==> config.mk <==
export PLATFORM = sky130hd
export DESIGN_NAME = phac_pci_ctrl
export DESIGN_NICKNAME = d
export VERILOG_FILES = /design/src/hw/phac_pkg.sv /design/src/hw/phac_pci_ctrl.sv /design/src/hw/phac_sync.sv /design/src/hw/phac_arb.sv
export SDC_FILE = /design/constraint.sdc
export NUM_CORES = 1
export LEC_CHECK = 0
export BUFFER_PORTS_ARGS = -buffer_cell sky130_fd_sc_hd__buf_2
export CAP_MARGIN = 40
export CORE_ASPECT_RATIO = 1.25
export CORE_UTILIZATION = 35
export DETAILED_ROUTE_END_ITERATION = 16
export HOLD_SLACK_MARGIN = 0.06
export MAX_ROUTING_LAYER = met4
export PLACE_DENSITY = 0.56
export SYNTH_ARGS = -nofsm -noshare
export SYNTH_HDL_FRONTEND = slang
export SYNTH_SLANG_ARGS = --single-unit
==> constraint.sdc <==
create_clock -name CLK_I -period 4.9 [get_ports CLK_I]
set_input_delay 0.735 -clock CLK_I [delete_from_list [all_inputs] [get_ports CLK_I]]
set_output_delay 0.735 -clock CLK_I [all_outputs]
set_load 0.01 [all_outputs]
==> src/hw/phac_pkg.sv <==
package phac_pkg;
   localparam int NUM_MASTERS = 5;
   localparam int ARB_W = NUM_MASTERS + 1;
   localparam int HOLD_SLOT = NUM_MASTERS;
   localparam int SYNC_W = NUM_MASTERS + 2;
   localparam int AD_W = 32;
   localparam int CBE_W = 4;
   // memory behind the bridge spans address zero up to this bound
   localparam logic [AD_W-1:0] DRAM_TOP = 32'h1000_0000;
   localparam logic [CBE_W-1:0] CMD_MEM_RD = 4'h6;
   localparam logic [CBE_W-1:0] CMD_MEM_WR = 4'h7;
   localparam logic [CBE_W-1:0] CMD_MEM_RD_MULT = 4'hc;
   localparam logic [CBE_W-1:0] CMD_MEM_RD_LINE = 4'he;
   localparam logic [CBE_W-1:0] CMD_MEM_WR_INV = 4'hf;
   localparam logic [SYNC_W-1:0] SYNC_RST = 7'h7f;
   localparam logic [2:0] ARB_PTR_RST = 3'h5;

   typedef enum logic [4:0]
   {
      H_IDLE = 5'h01,
      H_DRAIN = 5'h02,
      H_HOST = 5'h04,
      H_ACK = 5'h08,
      H_PASSIVE = 5'h10
   } phac_hold_t;

   typedef enum logic [4:0]
   {
      T_IDLE = 5'h01,
      T_DECODE = 5'h02,
      T_DATA = 5'h04,
      T_STOP = 5'h08,
      T_TURN = 5'h10
   } phac_tgt_t;

   function automatic logic phac_parity(input logic [AD_W-1:0] ad,
                                        input logic [CBE_W-1:0] cbe);
      phac_parity = ^{ad, cbe};
   endfunction
endpackage

==> src/hw/phac_pci_ctrl.sv <==
// Functional notes
// - target asserts stop to end a transaction; master must then terminate.
// - exclusive lock honoured only for processor-started sequences, may span many.
// - locked cycles from PCI initiators get no exclusive treatment.
// - non-exclusive transactions keep flowing while lock is asserted.
// - a master gets the bus through its own active-low grant line.
// - on bridge hold, drain write and posting buffers, take host bus, then grant.
// - bridge ownership is given by asserting the hold acknowledge.
// - hold handshake also supports passive release.
// - one parity bit covers address/data and command/byte-enable lines.
// - system error asserted when a reportable error is detected.
// - clock-run pulled low to start or keep the PCI clock.
// - clock-run is open-drain, only pulled low or released, and sampled.
// - clock-run released when reset ends.
// - reset input acts asynchronously.
// - all PCI outputs float while reset is asserted.
// - memory cycles are claimed with device-select at medium decode timing.
`timescale 1ns/100ps
`default_nettype none
module phac_pci_ctrl
(
   input wire logic CLK_I,
   input wire logic RST_N_I,
   input wire logic [phac_pkg::NUM_MASTERS-1:0] REQ_N_I,
   output logic [phac_pkg::NUM_MASTERS-1:0] GNT_N_O,
   output logic GNT_OE_O,
   input wire logic BRIDGE_HOLD_REQUEST_N_I,
   output logic BRIDGE_HOLD_ACK_N_O,
   output logic BRIDGE_HOLD_ACK_OE_O,
   input wire logic WR_BUF_EMPTY_I,
   input wire logic POST_BUF_EMPTY_I,
   output logic HOST_BUS_REQ_O,
   input wire logic HOST_BUS_GNT_I,
   input wire logic CPU_LOCK_I,
   output logic BUS_LOCK_N_O,
   output logic BUS_LOCK_OE_O,
   input wire logic FRAME_N_I,
   input wire logic IRDY_N_I,
   input wire logic [phac_pkg::AD_W-1:0] AD_I,
   input wire logic [phac_pkg::CBE_W-1:0] CBE_N_I,
   input wire logic PAR_I,
   input wire logic [phac_pkg::AD_W-1:0] RD_DATA_I,
   input wire logic TGT_READY_I,
   input wire logic TGT_RETRY_I,
   output logic [phac_pkg::AD_W-1:0] AD_O,
   output logic AD_OE_O,
   output logic PAR_O,
   output logic PAR_OE_O,
   output logic DEVSEL_N_O,
   output logic TRDY_N_O,
   output logic STOP_N_O,
   output logic TGT_OE_O,
   input wire logic ERR_EVENT_I,
   output logic SERR_N_O,
   output logic SERR_OE_O,
   input wire logic CLK_NEEDED_I,
   input wire logic CLKRUN_N_I,
   output logic CLKRUN_N_O,
   output logic CLKRUN_OE_O
);
   import phac_pkg::*;

   // ----------------------------------------------------------------
   // input capture and arbitration
   // ----------------------------------------------------------------
   logic [SYNC_W-1:0] sync_q;
   logic [NUM_MASTERS-1:0] req_m;
   logic hold_req;
   logic cr_high;
   logic bus_idle;
   logic frame_q;
   logic addr_phase;
   logic mem_cmd;
   logic addr_hit;
   logic [ARB_W-1:0] gnt_n;
   logic [ARB_W-1:0] arb_req;
   logic hold_slot_req;
   phac_hold_t hstate;

   phac_sync u_sync
   (
      .clk_i(CLK_I),
      .rst_n_i(RST_N_I),
      .d_i({CLKRUN_N_I, BRIDGE_HOLD_REQUEST_N_I, REQ_N_I}),
      .q_o(sync_q)
   );

   assign req_m = ~sync_q[NUM_MASTERS-1:0];
   assign hold_req = ~sync_q[NUM_MASTERS];
   assign cr_high = sync_q[NUM_MASTERS+1];
   // bus lines are synchronous to this clock, so no extra stages here
   assign bus_idle = FRAME_N_I & IRDY_N_I;
   assign addr_phase = frame_q & ~FRAME_N_I;
   assign mem_cmd = (CBE_N_I == CMD_MEM_RD) || (CBE_N_I == CMD_MEM_WR) ||
                    (CBE_N_I == CMD_MEM_RD_MULT) ||
                    (CBE_N_I == CMD_MEM_RD_LINE) ||
                    (CBE_N_I == CMD_MEM_WR_INV);
   // lock from a PCI initiator is not looked at: such cycles decode
   // like any other and get no exclusive treatment
   assign addr_hit = addr_phase & mem_cmd & (AD_I < DRAM_TOP);
   assign hold_slot_req = hold_req &
                          (((hstate == H_HOST) & HOST_BUS_GNT_I) |
                           (hstate == H_ACK));
   assign arb_req = {hold_slot_req, req_m};

   phac_arb u_arb
   (
      .clk_i(CLK_I),
      .rst_n_i(RST_N_I),
      .req_i(arb_req),
      .bus_idle_i(bus_idle),
      .gnt_n_o(gnt_n)
   );

   assign GNT_N_O = gnt_n[NUM_MASTERS-1:0];

   // ----------------------------------------------------------------
   // bridge hold handshake
   // ----------------------------------------------------------------
   phac_hold_t next_hstate;
   logic next_ack_n;
   logic next_host_req;
   logic pci_on;

   always_comb
   begin
      next_hstate = hstate;
      case (hstate)
         H_IDLE:
            if (hold_req)
               next_hstate = H_DRAIN;
         H_DRAIN:
            if (!hold_req)
               next_hstate = H_IDLE;
            else if (WR_BUF_EMPTY_I && POST_BUF_EMPTY_I)
               next_hstate = H_HOST;
         H_HOST:
            if (!hold_req)
               next_hstate = H_IDLE;
            else if (!gnt_n[HOLD_SLOT] && HOST_BUS_GNT_I)
               next_hstate = H_ACK;
         H_ACK:
            if (!hold_req)
               next_hstate = H_IDLE;
            else if (bus_idle && (req_m != '0))
               next_hstate = H_PASSIVE;
         H_PASSIVE:
            // others may have posted writes meanwhile, so drain again
            if (!hold_req)
               next_hstate = H_IDLE;
            else if (bus_idle && (req_m == '0) && (&gnt_n))
               next_hstate = H_DRAIN;
         default:
            next_hstate = H_IDLE;
      endcase
      next_ack_n = (next_hstate != H_ACK);
      next_host_req = (next_hstate == H_HOST) || (next_hstate == H_ACK) ||
                      (next_hstate == H_PASSIVE);
   end

   always_ff @(posedge CLK_I or negedge RST_N_I)
   begin
      if (!RST_N_I)
      begin
         hstate <= H_IDLE;
         BRIDGE_HOLD_ACK_N_O <= 1'b1;
         HOST_BUS_REQ_O <= 1'b0;
         pci_on <= 1'b0;
      end
      else
      begin
         hstate <= next_hstate;
         BRIDGE_HOLD_ACK_N_O <= next_ack_n;
         HOST_BUS_REQ_O <= next_host_req;
         pci_on <= 1'b1;
      end
   end

   assign GNT_OE_O = pci_on;
   assign BRIDGE_HOLD_ACK_OE_O = pci_on;

   // ----------------------------------------------------------------
   // processor lock
   // ----------------------------------------------------------------
   logic next_lock_oe;

   // lock only starts when the host owns an idle bus; arbitration is
   // not frozen, so other masters still reach their targets
   always_comb
   begin
      next_lock_oe = BUS_LOCK_OE_O;
      if (!CPU_LOCK_I)
         next_lock_oe = 1'b0;
      else if (bus_idle && (&gnt_n))
         next_lock_oe = 1'b1;
   end

   always_ff @(posedge CLK_I or negedge RST_N_I)
   begin
      if (!RST_N_I)
      begin
         BUS_LOCK_OE_O <= 1'b0;
         BUS_LOCK_N_O <= 1'b1;
      end
      else
      begin
         BUS_LOCK_OE_O <= next_lock_oe;
         BUS_LOCK_N_O <= ~next_lock_oe;
      end
   end

   // ----------------------------------------------------------------
   // target response
   // ----------------------------------------------------------------
   phac_tgt_t tstate;
   phac_tgt_t next_tstate;
   logic is_read;
   logic next_is_read;
   logic next_devsel_n;
   logic next_trdy_n;
   logic next_stop_n;
   logic next_tgt_oe;
   logic next_ad_oe;
   logic [AD_W-1:0] next_ad;

   always_comb
   begin
      next_tstate = tstate;
      next_is_read = is_read;
      next_devsel_n = 1'b1;
      next_trdy_n = 1'b1;
      next_stop_n = 1'b1;
      next_tgt_oe = 1'b1;
      next_ad_oe = 1'b0;
      next_ad = AD_O;
      case (tstate)
         T_IDLE:
         begin
            next_tgt_oe = 1'b0;
            if (addr_hit)
            begin
               next_tstate = T_DECODE;
               next_is_read = ~CBE_N_I[0];
            end
         end
         T_DECODE:
         begin
            next_devsel_n = 1'b0;
            next_ad_oe = is_read;
            next_ad = RD_DATA_I;
            if (TGT_RETRY_I)
            begin
               next_stop_n = 1'b0;
               next_tstate = T_STOP;
            end
            else
               next_tstate = T_DATA;
         end
         T_DATA:
         begin
            next_devsel_n = 1'b0;
            if (!TRDY_N_O && !IRDY_N_I && FRAME_N_I)
            begin
               next_devsel_n = 1'b1;
               next_tstate = T_TURN;
            end
            else if (TGT_RETRY_I)
            begin
               next_stop_n = 1'b0;
               next_tstate = T_STOP;
            end
            else
            begin
               next_trdy_n = ~TGT_READY_I;
               next_ad_oe = is_read;
               next_ad = RD_DATA_I;
            end
         end
         T_STOP:
         begin
            // stop stands until the master drops frame
            if (FRAME_N_I)
               next_tstate = T_TURN;
            else
            begin
               next_devsel_n = 1'b0;
               next_stop_n = 1'b0;
            end
         end
         T_TURN:
            // two cycles driven high before floating the shared lines
            next_tstate = T_IDLE;
         default:
            next_tstate = T_IDLE;
      endcase
   end

   always_ff @(posedge CLK_I or negedge RST_N_I)
   begin
      if (!RST_N_I)
      begin
         tstate <= T_IDLE;
         is_read <= 1'b0;
         frame_q <= 1'b1;
         DEVSEL_N_O <= 1'b1;
         TRDY_N_O <= 1'b1;
         STOP_N_O <= 1'b1;
         TGT_OE_O <= 1'b0;
         AD_OE_O <= 1'b0;
         AD_O <= '0;
      end
      else
      begin
         tstate <= next_tstate;
         is_read <= next_is_read;
         frame_q <= FRAME_N_I;
         DEVSEL_N_O <= next_devsel_n;
         TRDY_N_O <= next_trdy_n;
         STOP_N_O <= next_stop_n;
         TGT_OE_O <= next_tgt_oe;
         AD_OE_O <= next_ad_oe;
         AD_O <= next_ad;
      end
   end

   // ----------------------------------------------------------------
   // parity, system error and clock run
   // ----------------------------------------------------------------
   logic chk_pend;
   logic exp_par;
   logic par_bad;
   logic cr_need;

   assign par_bad = chk_pend & (PAR_I != exp_par);
   assign cr_need = CLK_NEEDED_I | (req_m != '0) | ~bus_idle;

   always_ff @(posedge CLK_I or negedge RST_N_I)
   begin
      if (!RST_N_I)
      begin
         chk_pend <= 1'b0;
         exp_par <= 1'b0;
         PAR_O <= 1'b0;
         PAR_OE_O <= 1'b0;
         SERR_N_O <= 1'b1;
         SERR_OE_O <= 1'b0;
         CLKRUN_N_O <= 1'b1;
         CLKRUN_OE_O <= 1'b0;
      end
      else
      begin
         chk_pend <= addr_phase;
         exp_par <= phac_parity(AD_I, CBE_N_I);
         PAR_O <= phac_parity(AD_O, CBE_N_I);
         PAR_OE_O <= AD_OE_O;
         // open drain: only ever pulled low, never driven high
         SERR_N_O <= 1'b0;
         SERR_OE_O <= par_bad | ERR_EVENT_I;
         CLKRUN_N_O <= 1'b0;
         // one-cycle pull, then re-sample; stays released while idle
         CLKRUN_OE_O <= ~CLKRUN_OE_O & cr_high & cr_need;
      end
   end
endmodule
`default_nettype wire

==> src/hw/phac_sync.sv <==
`timescale 1ns/100ps
`default_nettype none
module phac_sync
(
   input wire logic clk_i,
   input wire logic rst_n_i,
   input wire logic [phac_pkg::SYNC_W-1:0] d_i,
   output logic [phac_pkg::SYNC_W-1:0] q_o
);
   import phac_pkg::*;
   logic [SYNC_W-1:0] stage1;

   // first stage feeds only the second stage
   always_ff @(posedge clk_i or negedge rst_n_i)
   begin
      if (!rst_n_i)
      begin
         stage1 <= SYNC_RST;
         q_o <= SYNC_RST;
      end
      else
      begin
         stage1 <= d_i;
         q_o <= stage1;
      end
   end
endmodule
`default_nettype wire

==> src/hw/phac_arb.sv <==
`timescale 1ns/100ps
`default_nettype none
module phac_arb
(
   input wire logic clk_i,
   input wire logic rst_n_i,
   input wire logic [phac_pkg::ARB_W-1:0] req_i,
   input wire logic bus_idle_i,
   output logic [phac_pkg::ARB_W-1:0] gnt_n_o
);
   import phac_pkg::*;
   logic [2:0] ptr;
   logic [2:0] next_ptr;
   logic [ARB_W-1:0] next_gnt_n;
   logic hit;
   int idx;

   // rotate from the last winner; no preemption, owner keeps the grant
   // while it still requests, so a long burst delays the others
   always_comb
   begin
      next_gnt_n = gnt_n_o;
      next_ptr = ptr;
      hit = 1'b0;
      idx = 0;
      if ((~gnt_n_o & req_i) == '0)
      begin
         next_gnt_n = '1;
         if (bus_idle_i)
         begin
            for (int k = 1; k <= ARB_W; k++)
            begin
               idx = (int'(ptr) + k) % ARB_W;
               if (!hit && req_i[idx])
               begin
                  hit = 1'b1;
                  next_gnt_n[idx] = 1'b0;
                  next_ptr = 3'(idx);
               end
            end
         end
      end
   end

   always_ff @(posedge clk_i or negedge rst_n_i)
   begin
      if (!rst_n_i)
      begin
         gnt_n_o <= '1;
         ptr <= ARB_PTR_RST;
      end
      else
      begin
         gnt_n_o <= next_gnt_n;
         ptr <= next_ptr;
      end
   end
endmodule
`default_nettype wire

==> metrics.cfg, run 1 <==
[sta]
fmax_mhz=230
post-route-worst-setup-slack_ps=561
timing.setup.tns_ps=0
final-hold-violation-count=0
timing.final.setup_violations=0
whs_ps=278
unrepaired_setup_endpoints_after_global_routing=no
slew_violations=0
worst-slew-pin-transition_ps=776
layout_worst_path_cycle_share=0.886
period_minus_slack_ps=4340
slew-limit-headroom=0.483
skew_ps=9.43

[critical_path]
timing.reg2reg.worst_path_depth=14
path_cells=buf_4, ha_1, xor2_2, nand2_1, inv_1, ha_1, and3_1, o211ai_1, o2bb2ai_1, a21oi_2, nor4b_1, a311oi_1, o211ai_1, a21oi_1
timing.setup.critical_path_class=reg2reg
timing.critical_path.from_type=flop
crit_slowest_cell=nor4b_1
critical_path.max_fanout=27
worst-path-buf-inv=2
critical_path.max_stage_delay_ps=690
crit_cells=14
endpoint_kind=flop
worst-endpoint-required_ps=5160
timing.critical_path.max_delay_family=compound AO/OA/AOI/OAI gates
arrival_ps=4600

[power_and_ir_drop]
internal_power_uw=2320
switching_portion_of_total_power=0.497
sequentialPowerShare=0.198
power_density_mw_per_mm2=684
max-vdd-ir-drop_mv=0.233
p_leak_uw=0.00307
share_comb_of_total_power=0.655
share_clk_of_total_power=0.147
switching_power_uw=2300

[clock_network]
number_of_h_tree_branching_levels=3
post_cts_resize_count=0
cts.clk_slew.worst_paths_ps=60
cts.path.max_buffers=2
cts_sinks=84
clock_root_buffer=clkbuf_16
tritoncts=yes
cts.repair_timing.setup_buffer_count=0
cts.hold.buffers_added=0
cts-buffers-inserted=9
clk-insertion-delay-late_ps=340

[floorplanning]
top_level_ports=142
die_h_um=143
initial_utilization=0.359
fp.dieW_um=115
core_area_mm2=0.0156
placementRows=51
die_area_mm2=0.0165

[detailed_routing]
drt_drc_violations_left=0
routed-via-count=4781
detail_route.wl_per_cell_um=16.1
routed_wirelength_um=14700
route.detailed.vias_per_inst=5.24
drt_pre_antenna_iters=4
antenna_violating_nets_post_route=0
dr.first_iter.drc_count=171

[global_routing]
grt_residual_overflow=0
grt_max_degree=63
antenna_found_initial=0
groute.usage.overall=0.195
grt_pass1_wl_um=24200
grt_pass1_vias=5001

[logic_synthesis]
syn-num-nets=678
synth_seq_area_share=0.383
warning_count_from_the_yosys_run=0
synth_ff_type=dfrtp_1
synth-async-reset-ratio=1.00
average_size_of_a_mapped_cell_um2=9.93
synth_enable_flop_cells=0
yosys.cell_types.count=74
synth_instances=563
synth-seq-cells=84
area_of_the_mapped_netlist_mm2=0.00559

[layout]
area_delta_synth_final_pct=21.0
layout.nets=810
filler_cell_count=1557
post-route-util=0.435
layout-drive-gt1-share=0.357
most_frequent_cells_in_the_layout=buf_2, xnor2_1, dfrtp_1
insertedDiodeCount=0
layout.cells.most_common=buf_2

[placement]
count_of_buffers_inserted_at_the_top_level_ports=141
dp_hpwl_um=11500
setup_ws_pre_cts_ps=679
globalplace.congestion=0.932

[run_status]
run_status=complete, no violations

[worst_hold_path]
holdCritPathClass=in2async

[job]
cap_violations=0

## power by group through the flow
stage	Clock, uW	Sequential [uW]	Combinational (uW)
2_1_floorplan	0	900	2280
3_3_place_gp	0	924	2930
3_5_place_dp	0	927	2990
4_1_cts	702	915	3000
5_1_grt	727	932	3340
6_report	679	915	3030
## cells by family after synthesis
group	share of synthesized area
xor gates and xnor gates	0.114
buffers and inverters	0.0448
muxes	0.0895
AOI/OAI and AO/OA	0.152
DFF	0.383
adders and majority gates	0.0604
and+or+nand+nor	0.155
other	0.00134
## through the flow
step | instance area (um^2) | total power, uW | cells
global placement | 6460 | 3860 | 896
detailed placement | 6460 | 3910 | 896
floorplan | 5590 | 3180 | 563
global route | 6770 | 5000 | 912
finish | 6770 | 4630 | 912
CTS | 6770 | 4610 | 912
## registers in the layout (all words and copies together), names as in the netlist, 3 cells and up
signal         flops
u_arb.gnt_n_o      6
AD_O              32
u_sync.q_o         7
u_sync.stage1      7
hstate             5
u_arb.ptr          3
tstate             5
## synthesized netlist by cell type (3+ instances only)
library cell  count  share of area
a211o_1           3         0.0047
a211oi_1          6         0.0081
a21o_1            4         0.0054
a21oi_1          26          0.023
a31oi_1          11          0.012
a32oi_1           4         0.0063
and3_1            9          0.010
buf_2             8         0.0072
buf_4             7         0.0094
clkbuf_1          8         0.0054
dfrtp_1          53           0.24
dfstp_2          31           0.15
ha_1             27          0.060
inv_1            25          0.017
mux2_2           36          0.072
mux2i_1           5         0.0090
nand2_1          21          0.014
nand2b_1          7         0.0078
nand3_1          18          0.016
nand3b_1          7         0.0094
nand4_1           6         0.0067
nor2_1           42          0.028
nor2b_1           7         0.0078
nor3_1           16          0.014
nor3_2            3         0.0054
nor3b_1           4         0.0054
nor4_1            4         0.0045
nor4b_1           3         0.0047
o211ai_1          3         0.0040
o21ai_0          19          0.017
o21ai_1           3         0.0027
o2bb2ai_1         5         0.0078
o31ai_1           4         0.0054
or2_2             4         0.0045
or3_1             5         0.0056
xnor2_1          60          0.094
xor2_1            9          0.014
## area by class of cell
class	instances	area, um^2	area share
clock buffers	10	229	0.0338
flip-flops and latches	84	2140	0.316
multi-input cells	426	3200	0.473
well taps	212	265	0.0392
clock inverters	6	72.6	0.0107
repair buffers	147	753	0.111
inverters	27	101	0.0150
## worst paths after layout
check	slack [ps]	endpoint	startpoint
max in group asynchronous	3540	u_arb.ptr[1]	RST_N_I
min in group CLK_I	350	u_sync.q_o[6]	u_sync.stage1[6]
hold reg to reg	350	u_sync.q_o[6]	u_sync.stage1[6]
setup reg to reg	560	u_arb.gnt_n_o[1]	u_arb.ptr[0]
setup / recovery	560	u_arb.gnt_n_o[1]	u_arb.ptr[0]
hold / removal	280	AD_O[4]	RST_N_I
## layer usage
| metal | track usage | part of all wire |
|---|---|---|
| met1 | 0.216 | 0.39 |
| met2 | 0.323 | 0.50 |
| met3 | 0.0430 | 0.068 |
| met4 | 0.111 | 0.047 |
| met5 | - | 0 |
Power figures use the tool's default switching activity.
==> inputs of run 2 (changes only) <==
- ABC_AREA: default -> 1
- CTS_CLUSTER_DIAMETER: default -> 100
==> metrics.cfg, run 2 <==
[run_status]
run_status=complete, no violations  ; unchanged

[critical_path]
critical-path-top-cell-by-count=nand2_1
worst-endpoint-required_ps=5150  ; was 5160 ps
worst-path-buf-inv=3  ; was 2
critical_path.reg2reg.endpoint=u_arb.gnt_n_o[2]  ; was u_arb.gnt_n_o[1]
critical_path.max_stage_delay_ps=680  ; was 690 ps
timing.setup.critical_path_class=reg2reg  ; unchanged
crit_slowest_cell=dfstp_2  ; was nor4b_1
r2r_slack_ps=1400  ; was 560 ps
crit_cells=20  ; was 14
endpoint_kind=flop  ; unchanged
path_cells=inv_4, ha_1, nand2_1, nand2_4, ha_1, nand3b_2, a21oi_4, nand2_2, nand2_1, nand3_1, nand2_1, nand2_1, a21oi_2, inv_2, nor2_4, nand3_1, nand2_1, inv_1, nand2_1, a21oi_1  ; was buf_4, ha_1, xor2_2, nand2_1, inv_1, ha_1, and3_1, o211ai_1, o2bb2ai_1, a21oi_2, nor4b_1, a311oi_1, o211ai_1, a21oi_1
rr_startpoint=u_arb.ptr[2]  ; was u_arb.ptr[0]
timing.reg2reg.worst_path_depth=20  ; was 14
timing.critical_path.max_delay_family=simple AND/OR/NAND/NOR gates  ; was compound AO/OA/AOI/OAI gates
critical_path.max_fanout=11  ; was 27
arrival_ps=3750  ; was 4600 ps
timing.critical_path.from_type=flop  ; unchanged

[layout]
most_frequent_cells_in_the_layout=nand2_1, buf_2, inv_1  ; was buf_2, xnor2_1, dfrtp_1
largest_register_ffs=32  ; unchanged
layout.cell_area.non_filler_mm2=0.00679  ; was 0.00677 mm^2
top_regs=AD_O (32), u_sync.q_o (7), u_sync.stage1 (7)  ; unchanged
layout-drive-gt1-share=0.286  ; was 0.357
largest-register=AD_O  ; unchanged
area_delta_synth_final_pct=22.3  ; was 21.0%
layout.nets=966  ; was 810
layout.cells.most_common=nand2_1  ; was buf_2

[clock_network]
cts.clk_slew.worst_paths_ps=60  ; about the same
number_of_h_tree_branching_levels=3  ; unchanged
clk-insertion-delay-late_ps=330  ; was 340 ps
cts_sinks=84  ; unchanged
cts.hold.buffers_added=0  ; unchanged
post_cts_resize_count=0  ; unchanged
tritoncts=yes  ; unchanged
cts.repair_timing.setup_buffer_count=0  ; unchanged
cts.path.max_buffers=2  ; unchanged
cts-buffers-inserted=9  ; unchanged
clock_root_buffer=clkbuf_16  ; unchanged

[floorplanning]
fp.dieW_um=115  ; about the same
die_h_um=143  ; about the same
die_area_mm2=0.0164  ; was 0.0165 mm^2
initial_utilization=0.356  ; was 0.359
top_level_ports=142  ; unchanged
placementRows=51  ; unchanged
core_area_mm2=0.0156  ; unchanged

[placement]
count_of_buffers_inserted_at_the_top_level_ports=141  ; unchanged
globalplace.congestion=0.944  ; was 0.932
dp_hpwl_um=10900  ; was 11,500 um
cell_area_after_placement_mm2=0.00646  ; about the same

[sta]
slew-limit-headroom=0.479  ; was 0.483
skew_ps=6.27  ; was 9.43 ps
period_minus_slack_ps=3500  ; was 4340 ps
slew_violations=0  ; unchanged
final-hold-violation-count=0  ; unchanged
worst-slew-pin-transition_ps=773  ; was 776 ps
timing.final.setup_violations=0  ; unchanged
unrepaired_setup_endpoints_after_global_routing=no  ; unchanged
timing.setup.tns_ps=0  ; unchanged
layout_worst_path_cycle_share=0.715  ; was 0.886
fmax_mhz=286  ; was 230 MHz

[logic_synthesis]
synth_enable_flop_cells=0  ; unchanged
synth-async-reset-ratio=1.00  ; unchanged
ys_top_cells_by_area=dfrtp_1, dfstp_2, nand2_1  ; was dfrtp_1, dfstp_2, xnor2_1
warning_count_from_the_yosys_run=0  ; unchanged
netlist.top_cell.by_area=dfrtp_1  ; unchanged
synth_ff_type=dfrtp_1  ; unchanged
syn-num-nets=830  ; was 678
average_size_of_a_mapped_cell_um2=7.76  ; was 9.93 um^2
synth_seq_area_share=0.386  ; was 0.383
synth_instances=715  ; was 563
synth-seq-cells=84  ; unchanged
yosys.cell_types.count=44  ; was 74
synth.top_cells.by_count=nand2_1, inv_1, dfrtp_1  ; was xnor2_1, dfrtp_1, nor2_1
synth.most_common_cell=nand2_1  ; was xnor2_1
area_of_the_mapped_netlist_mm2=0.00555  ; was 0.00559 mm^2
yosysTopAreaCellShare=0.239  ; was 0.237

[power_and_ir_drop]
p_leak_uw=0.00353  ; was 0.00307 uW
share_clk_of_total_power=0.131  ; was 0.147
max-vdd-ir-drop_mv=0.371  ; was 0.233 mV
share_comb_of_total_power=0.661  ; was 0.655
sequentialPowerShare=0.209  ; was 0.198
internal_power_uw=2770  ; was 2320 uW
power_density_mw_per_mm2=825  ; was 684 mW/mm^2
switching_power_uw=2830  ; was 2300 uW
power.total_uw=5600  ; was 4630 uW
switching_portion_of_total_power=0.505  ; was 0.497

[global_routing]
groute.usage.overall=0.176  ; was 0.195
grt_residual_overflow=0  ; unchanged
grt_pass1_vias=4671  ; was 5,001
grt_pass1_wl_um=21700  ; was 24,200 um
antenna_found_initial=1  ; was 0
grt_max_degree=46  ; was 63

[detailed_routing]
drt_drc_violations_left=0  ; unchanged
drt_pre_antenna_iters=7  ; was 4
detail_route.wl_per_cell_um=12.7  ; was 16.1 um
route.detailed.vias_per_inst=4.60  ; was 5.24
dr.first_iter.drc_count=177  ; was 171
antenna_violating_nets_post_route=0  ; unchanged
routed_wirelength_um=13600  ; was 14,700 um
routed-via-count=4920  ; was 4,781

[worst_hold_path]
hold_path_startpoint=u_sync.stage1[3]
timing.hold.worst_endpoint=u_sync.q_o[3]
holdCritPathClass=reg2reg  ; was in2async
worst_hold_path.num_cells=0

[job]
cap_violations=0  ; unchanged

[run 2: changes by cell type after synthesis, moves of 12 or more]
cell | previous run | this run
nand2_1 | 21 | 210
mux2_2 | 36 | 0
nand3_1 | 18 | 39
xnor2_1 | 60 | 48
inv_1 | 25 | 85
a21oi_1 | 26 | 14
nand2_2 | 0 | 16
[run 2: final cells by class]
class,count,area [um^2]
fill,1692,8780
antenna,1,2.50
timing repair buffer,144,751
clock buffer,9,225
tap,212,265
sequential,84,2140
inverter,94,355
clock inverter,7,98.8
multi-input combinational,518,2950
[run 2: how the worst max path moves through the flow]
stage | from | to | slack [ps]
after global placement | u_arb.ptr[2] | u_arb.gnt_n_o[3] | 1380
after floorplan | u_arb.ptr[2] | u_arb.gnt_n_o[2] | 1880
after global routing | u_arb.ptr[2] | u_arb.gnt_n_o[3] | 1120
final | u_arb.ptr[2] | u_arb.gnt_n_o[2] | 1400
after CTS | u_arb.ptr[2] | u_arb.gnt_n_o[2] | 1380
after detailed placement | u_arb.ptr[2] | u_arb.gnt_n_o[2] | 1400
[run 2: power by group through the flow]
stage / Clock (uW) / Combinational [uW] / Sequential [uW]
floorplan: 0 / 2840 / 1180
detailed placement: 0 / 3710 / 1180
finish: 731 / 3700 / 1170
CTS: 756 / 3730 / 1180
global placement: 0 / 3680 / 1180
global route: 785 / 4130 / 1210
[run 2: metal layers]
metal,wire [um],GRT usage
met3,652,0.0306
met2,6800,0.303
met1,5770,0.202
met5,0,-
met4,363,0.0704
[run 2: stage by stage]
step	setup WS, ps	hold WS (ps)	util	cells
4_1_cts	1380	352	0.436	1068
3_5_place_dp	1400	347	0.415	1052
2_1_floorplan	1880	345	-	715
5_1_grt	1120	356	0.436	1069
3_3_place_gp	1380	346	0.413	1051
6_report	1400	352	0.436	1069
[run 2: logic make-up after synthesis]
group | Yosys count | synth area share
AND/OR/NAND/NOR | 358 | 0.291
buffers and inverters | 113 | 0.0832
flip-flops | 84 | 0.386
XOR/XNOR | 66 | 0.104
AO/OA/AOI/OAI | 65 | 0.0739
adder cells (fa/ha/maj) | 27 | 0.0609
other | 2 | 0.00135
==> inputs of run 3 (changes only) <==
- PLACE_DENSITY: 0.56 -> 0.58
- clock period: 4.9 -> 3 ns (I/O delays scaled with it)
==> metrics.cfg, run 3 (same netlist as run 2, synthesis figures left out) <==
[floorplanning]
die_h_um=143  ; unchanged
core_area_mm2=0.0156  ; unchanged
top_level_ports=142  ; unchanged
die_area_mm2=0.0164  ; unchanged
fp.dieW_um=115  ; unchanged
initial_utilization=0.356  ; unchanged
placementRows=51  ; unchanged

[detailed_routing]
drt_drc_violations_left=0  ; unchanged
route.detailed.vias_per_inst=4.59  ; was 4.60
drt_pre_antenna_iters=4  ; was 7
antenna_violating_nets_post_route=0  ; unchanged
dr.first_iter.drc_count=207  ; was 177
routed_wirelength_um=14700  ; was 13,600 um
detail_route.wl_per_cell_um=13.1  ; was 12.7 um
routed-via-count=5146  ; was 4,920

[critical_path]
critical_path.max_fanout=5  ; was 11
critical_path.reg2reg.endpoint=u_arb.ptr[0]  ; was u_arb.gnt_n_o[2]
timing.setup.critical_path_class=reg2reg  ; unchanged
r2r_slack_ps=80  ; was 1400 ps
arrival_ps=3180  ; was 3750 ps
rr_startpoint=u_arb.ptr[2]  ; unchanged
timing.critical_path.from_type=flop  ; unchanged
worst-endpoint-required_ps=3260  ; was 5150 ps
timing.reg2reg.worst_path_depth=17  ; was 20
endpoint_kind=flop  ; unchanged

[sta]
worst-slew-pin-transition_ps=838  ; was 773 ps
period_minus_slack_ps=2920  ; was 3500 ps
slew_violations=0  ; unchanged
final-hold-violation-count=0  ; unchanged
layout_worst_path_cycle_share=0.972  ; was 0.715
timing.final.setup_violations=0  ; unchanged
unrepaired_setup_endpoints_after_global_routing=yes  ; was no
post-route-worst-setup-slack_ps=83.0  ; was 1400 ps
skew_ps=9.26  ; was 6.27 ps
slew-limit-headroom=0.435  ; was 0.479
fmax_mhz=343  ; was 286 MHz

[global_routing]
antenna_found_initial=0  ; was 1
grt_pass1_wl_um=23500  ; was 21,700 um
grt_pass1_vias=5078  ; was 4,671
grt_max_degree=45  ; was 46
grt_residual_overflow=0  ; unchanged
groute.usage.overall=0.191  ; was 0.176

[clock_network]
cts-buffers-inserted=9  ; unchanged
cts.clk_slew.worst_paths_ps=60  ; about the same
cts_sinks=84  ; unchanged
tritoncts=yes  ; unchanged
number_of_h_tree_branching_levels=3  ; unchanged
clk-insertion-delay-late_ps=340  ; was 330 ps
cts.path.max_buffers=2  ; unchanged
clock_root_buffer=clkbuf_16  ; unchanged
cts.hold.buffers_added=0  ; unchanged

[power_and_ir_drop]
p_leak_uw=0.00384  ; was 0.00353 uW
max-vdd-ir-drop_mv=0.694  ; was 0.371 mV
power_density_mw_per_mm2=1450  ; was 825 mW/mm^2

[placement]
setup_ws_pre_cts_ps=-50.5  ; was 1400 ps
count_of_buffers_inserted_at_the_top_level_ports=141  ; unchanged
globalplace.congestion=0.936  ; was 0.944
dp_hpwl_um=11500  ; was 10,900 um
placedCellCount=1094  ; was 1,052

[layout]
number_of_non_filler_instances_in_the_completed_layout=1122  ; was 1,069
most_frequent_cells_in_the_layout=nand2_1, buf_2, inv_1  ; unchanged
multi_input_area_mm2=0.00323  ; was 0.00295 mm^2
area_delta_synth_final_pct=34.9  ; was 22.3%
filler_cell_count=1572  ; was 1,692
top_regs=AD_O (32), u_sync.q_o (7), u_sync.stage1 (7)  ; unchanged
layout-drive-gt1-share=0.368  ; was 0.286
layout.nets=1020  ; was 966
regArea_mm2=0.00214  ; about the same
largest_register_ffs=32  ; unchanged
layout.cells.most_common=nand2_1  ; unchanged
largest-register=AD_O  ; unchanged
insertedDiodeCount=0  ; was 1

[worst_hold_path]
holdCritPathClass=in2async  ; was reg2reg

[run_status]
run_status=complete, no violations  ; unchanged

[job]
cap_violations=0  ; unchanged

run 3: changes by cell type in the layout (fill, tap and decap cells not counted), sizes merged:
cell / before / now
bufinv: 2 / 1
buf: 144 / 198
clkinv: 3 / 2
clkbuf: 9 / 10
inv: 96 / 95
clkinvlp: 0 / 2
diode: 1 / 0
run 3: metal layers:
layer  vias to the layer above  share of wire  GRT usage
met3                        20          0.055     0.0382
met5                         -              0          -
met4                         0          0.021     0.0718
met1                      2363           0.41      0.212
met2                       143           0.51      0.336
li1                       2620              -          -
run 3: layout make-up:
type,count,share of cell area
clock buffer,10,0.0319
clock inverter,6,0.00836
inverter,94,0.0491
multi-input combinational,518,0.431
sequential,84,0.286
tap,212,0.0354
timing repair buffer,198,0.158
run 3: timing repair:
action | 4_1_cts | 5_1_grt
pin swaps | 2 | 34
setup buffers | 3 | 10
resized for setup | 3 | 63
endpoints found under the hold margin | 0 | 0
setup endpoints to repair | 4 | 9
run 3: worst max path at each step:
stage | startpoint | end | slack, ps | depth (start not counted)
floorplan | u_arb.ptr[2] | u_arb.gnt_n_o[2] | 20 | 19
global placement | u_arb.ptr[2] | u_arb.ptr[0] | -40 | 16
detailed placement | u_arb.ptr[2] | u_arb.gnt_n_o[2] | -50 | 18
CTS | u_arb.ptr[0] | u_arb.ptr[0] | 0.08 | 19
global route | u_arb.ptr[0] | u_arb.ptr[2] | -70 | 23
finish | u_arb.ptr[2] | u_arb.ptr[0] | 80 | 17
run 3: per-stage QoR:
step                      total power (uW)  hold slack, ps  TNS [ps]   util  area, um^2
final                                10800            94.1         0  0.481        7490
after CTS                            10100             106         0  0.457        7120
after global placement                8800             346     -54.3  0.436        6790
after detailed placement              8860             347      -144  0.436        6790
after floorplan                       6580             154         0      -        5550
after global routing                 11800             130      -489  0.481        7490
run 3: power breakdown:
part	internal, uW	total [uW]	switching, uW
clock	666	1120	451
combinational	3380	7840	4450
sequential	1560	1900	341
run 3: critical path, cell delays in order, from the launching register on:
cell,delay [ps]
dfstp_2,640
inv_4,60
ha_4,170
nand2_4,70
nand2_4,80
ha_4,210
nand3b_4,160
a21oi_4,210
nand2_4,120
o21ai_4,180
inv_2,80
nand2_2,70
nand2_1,110
nand2_1,110
o21ai_2,80
inv_2,120
nand4_1,140
xor2_1,220
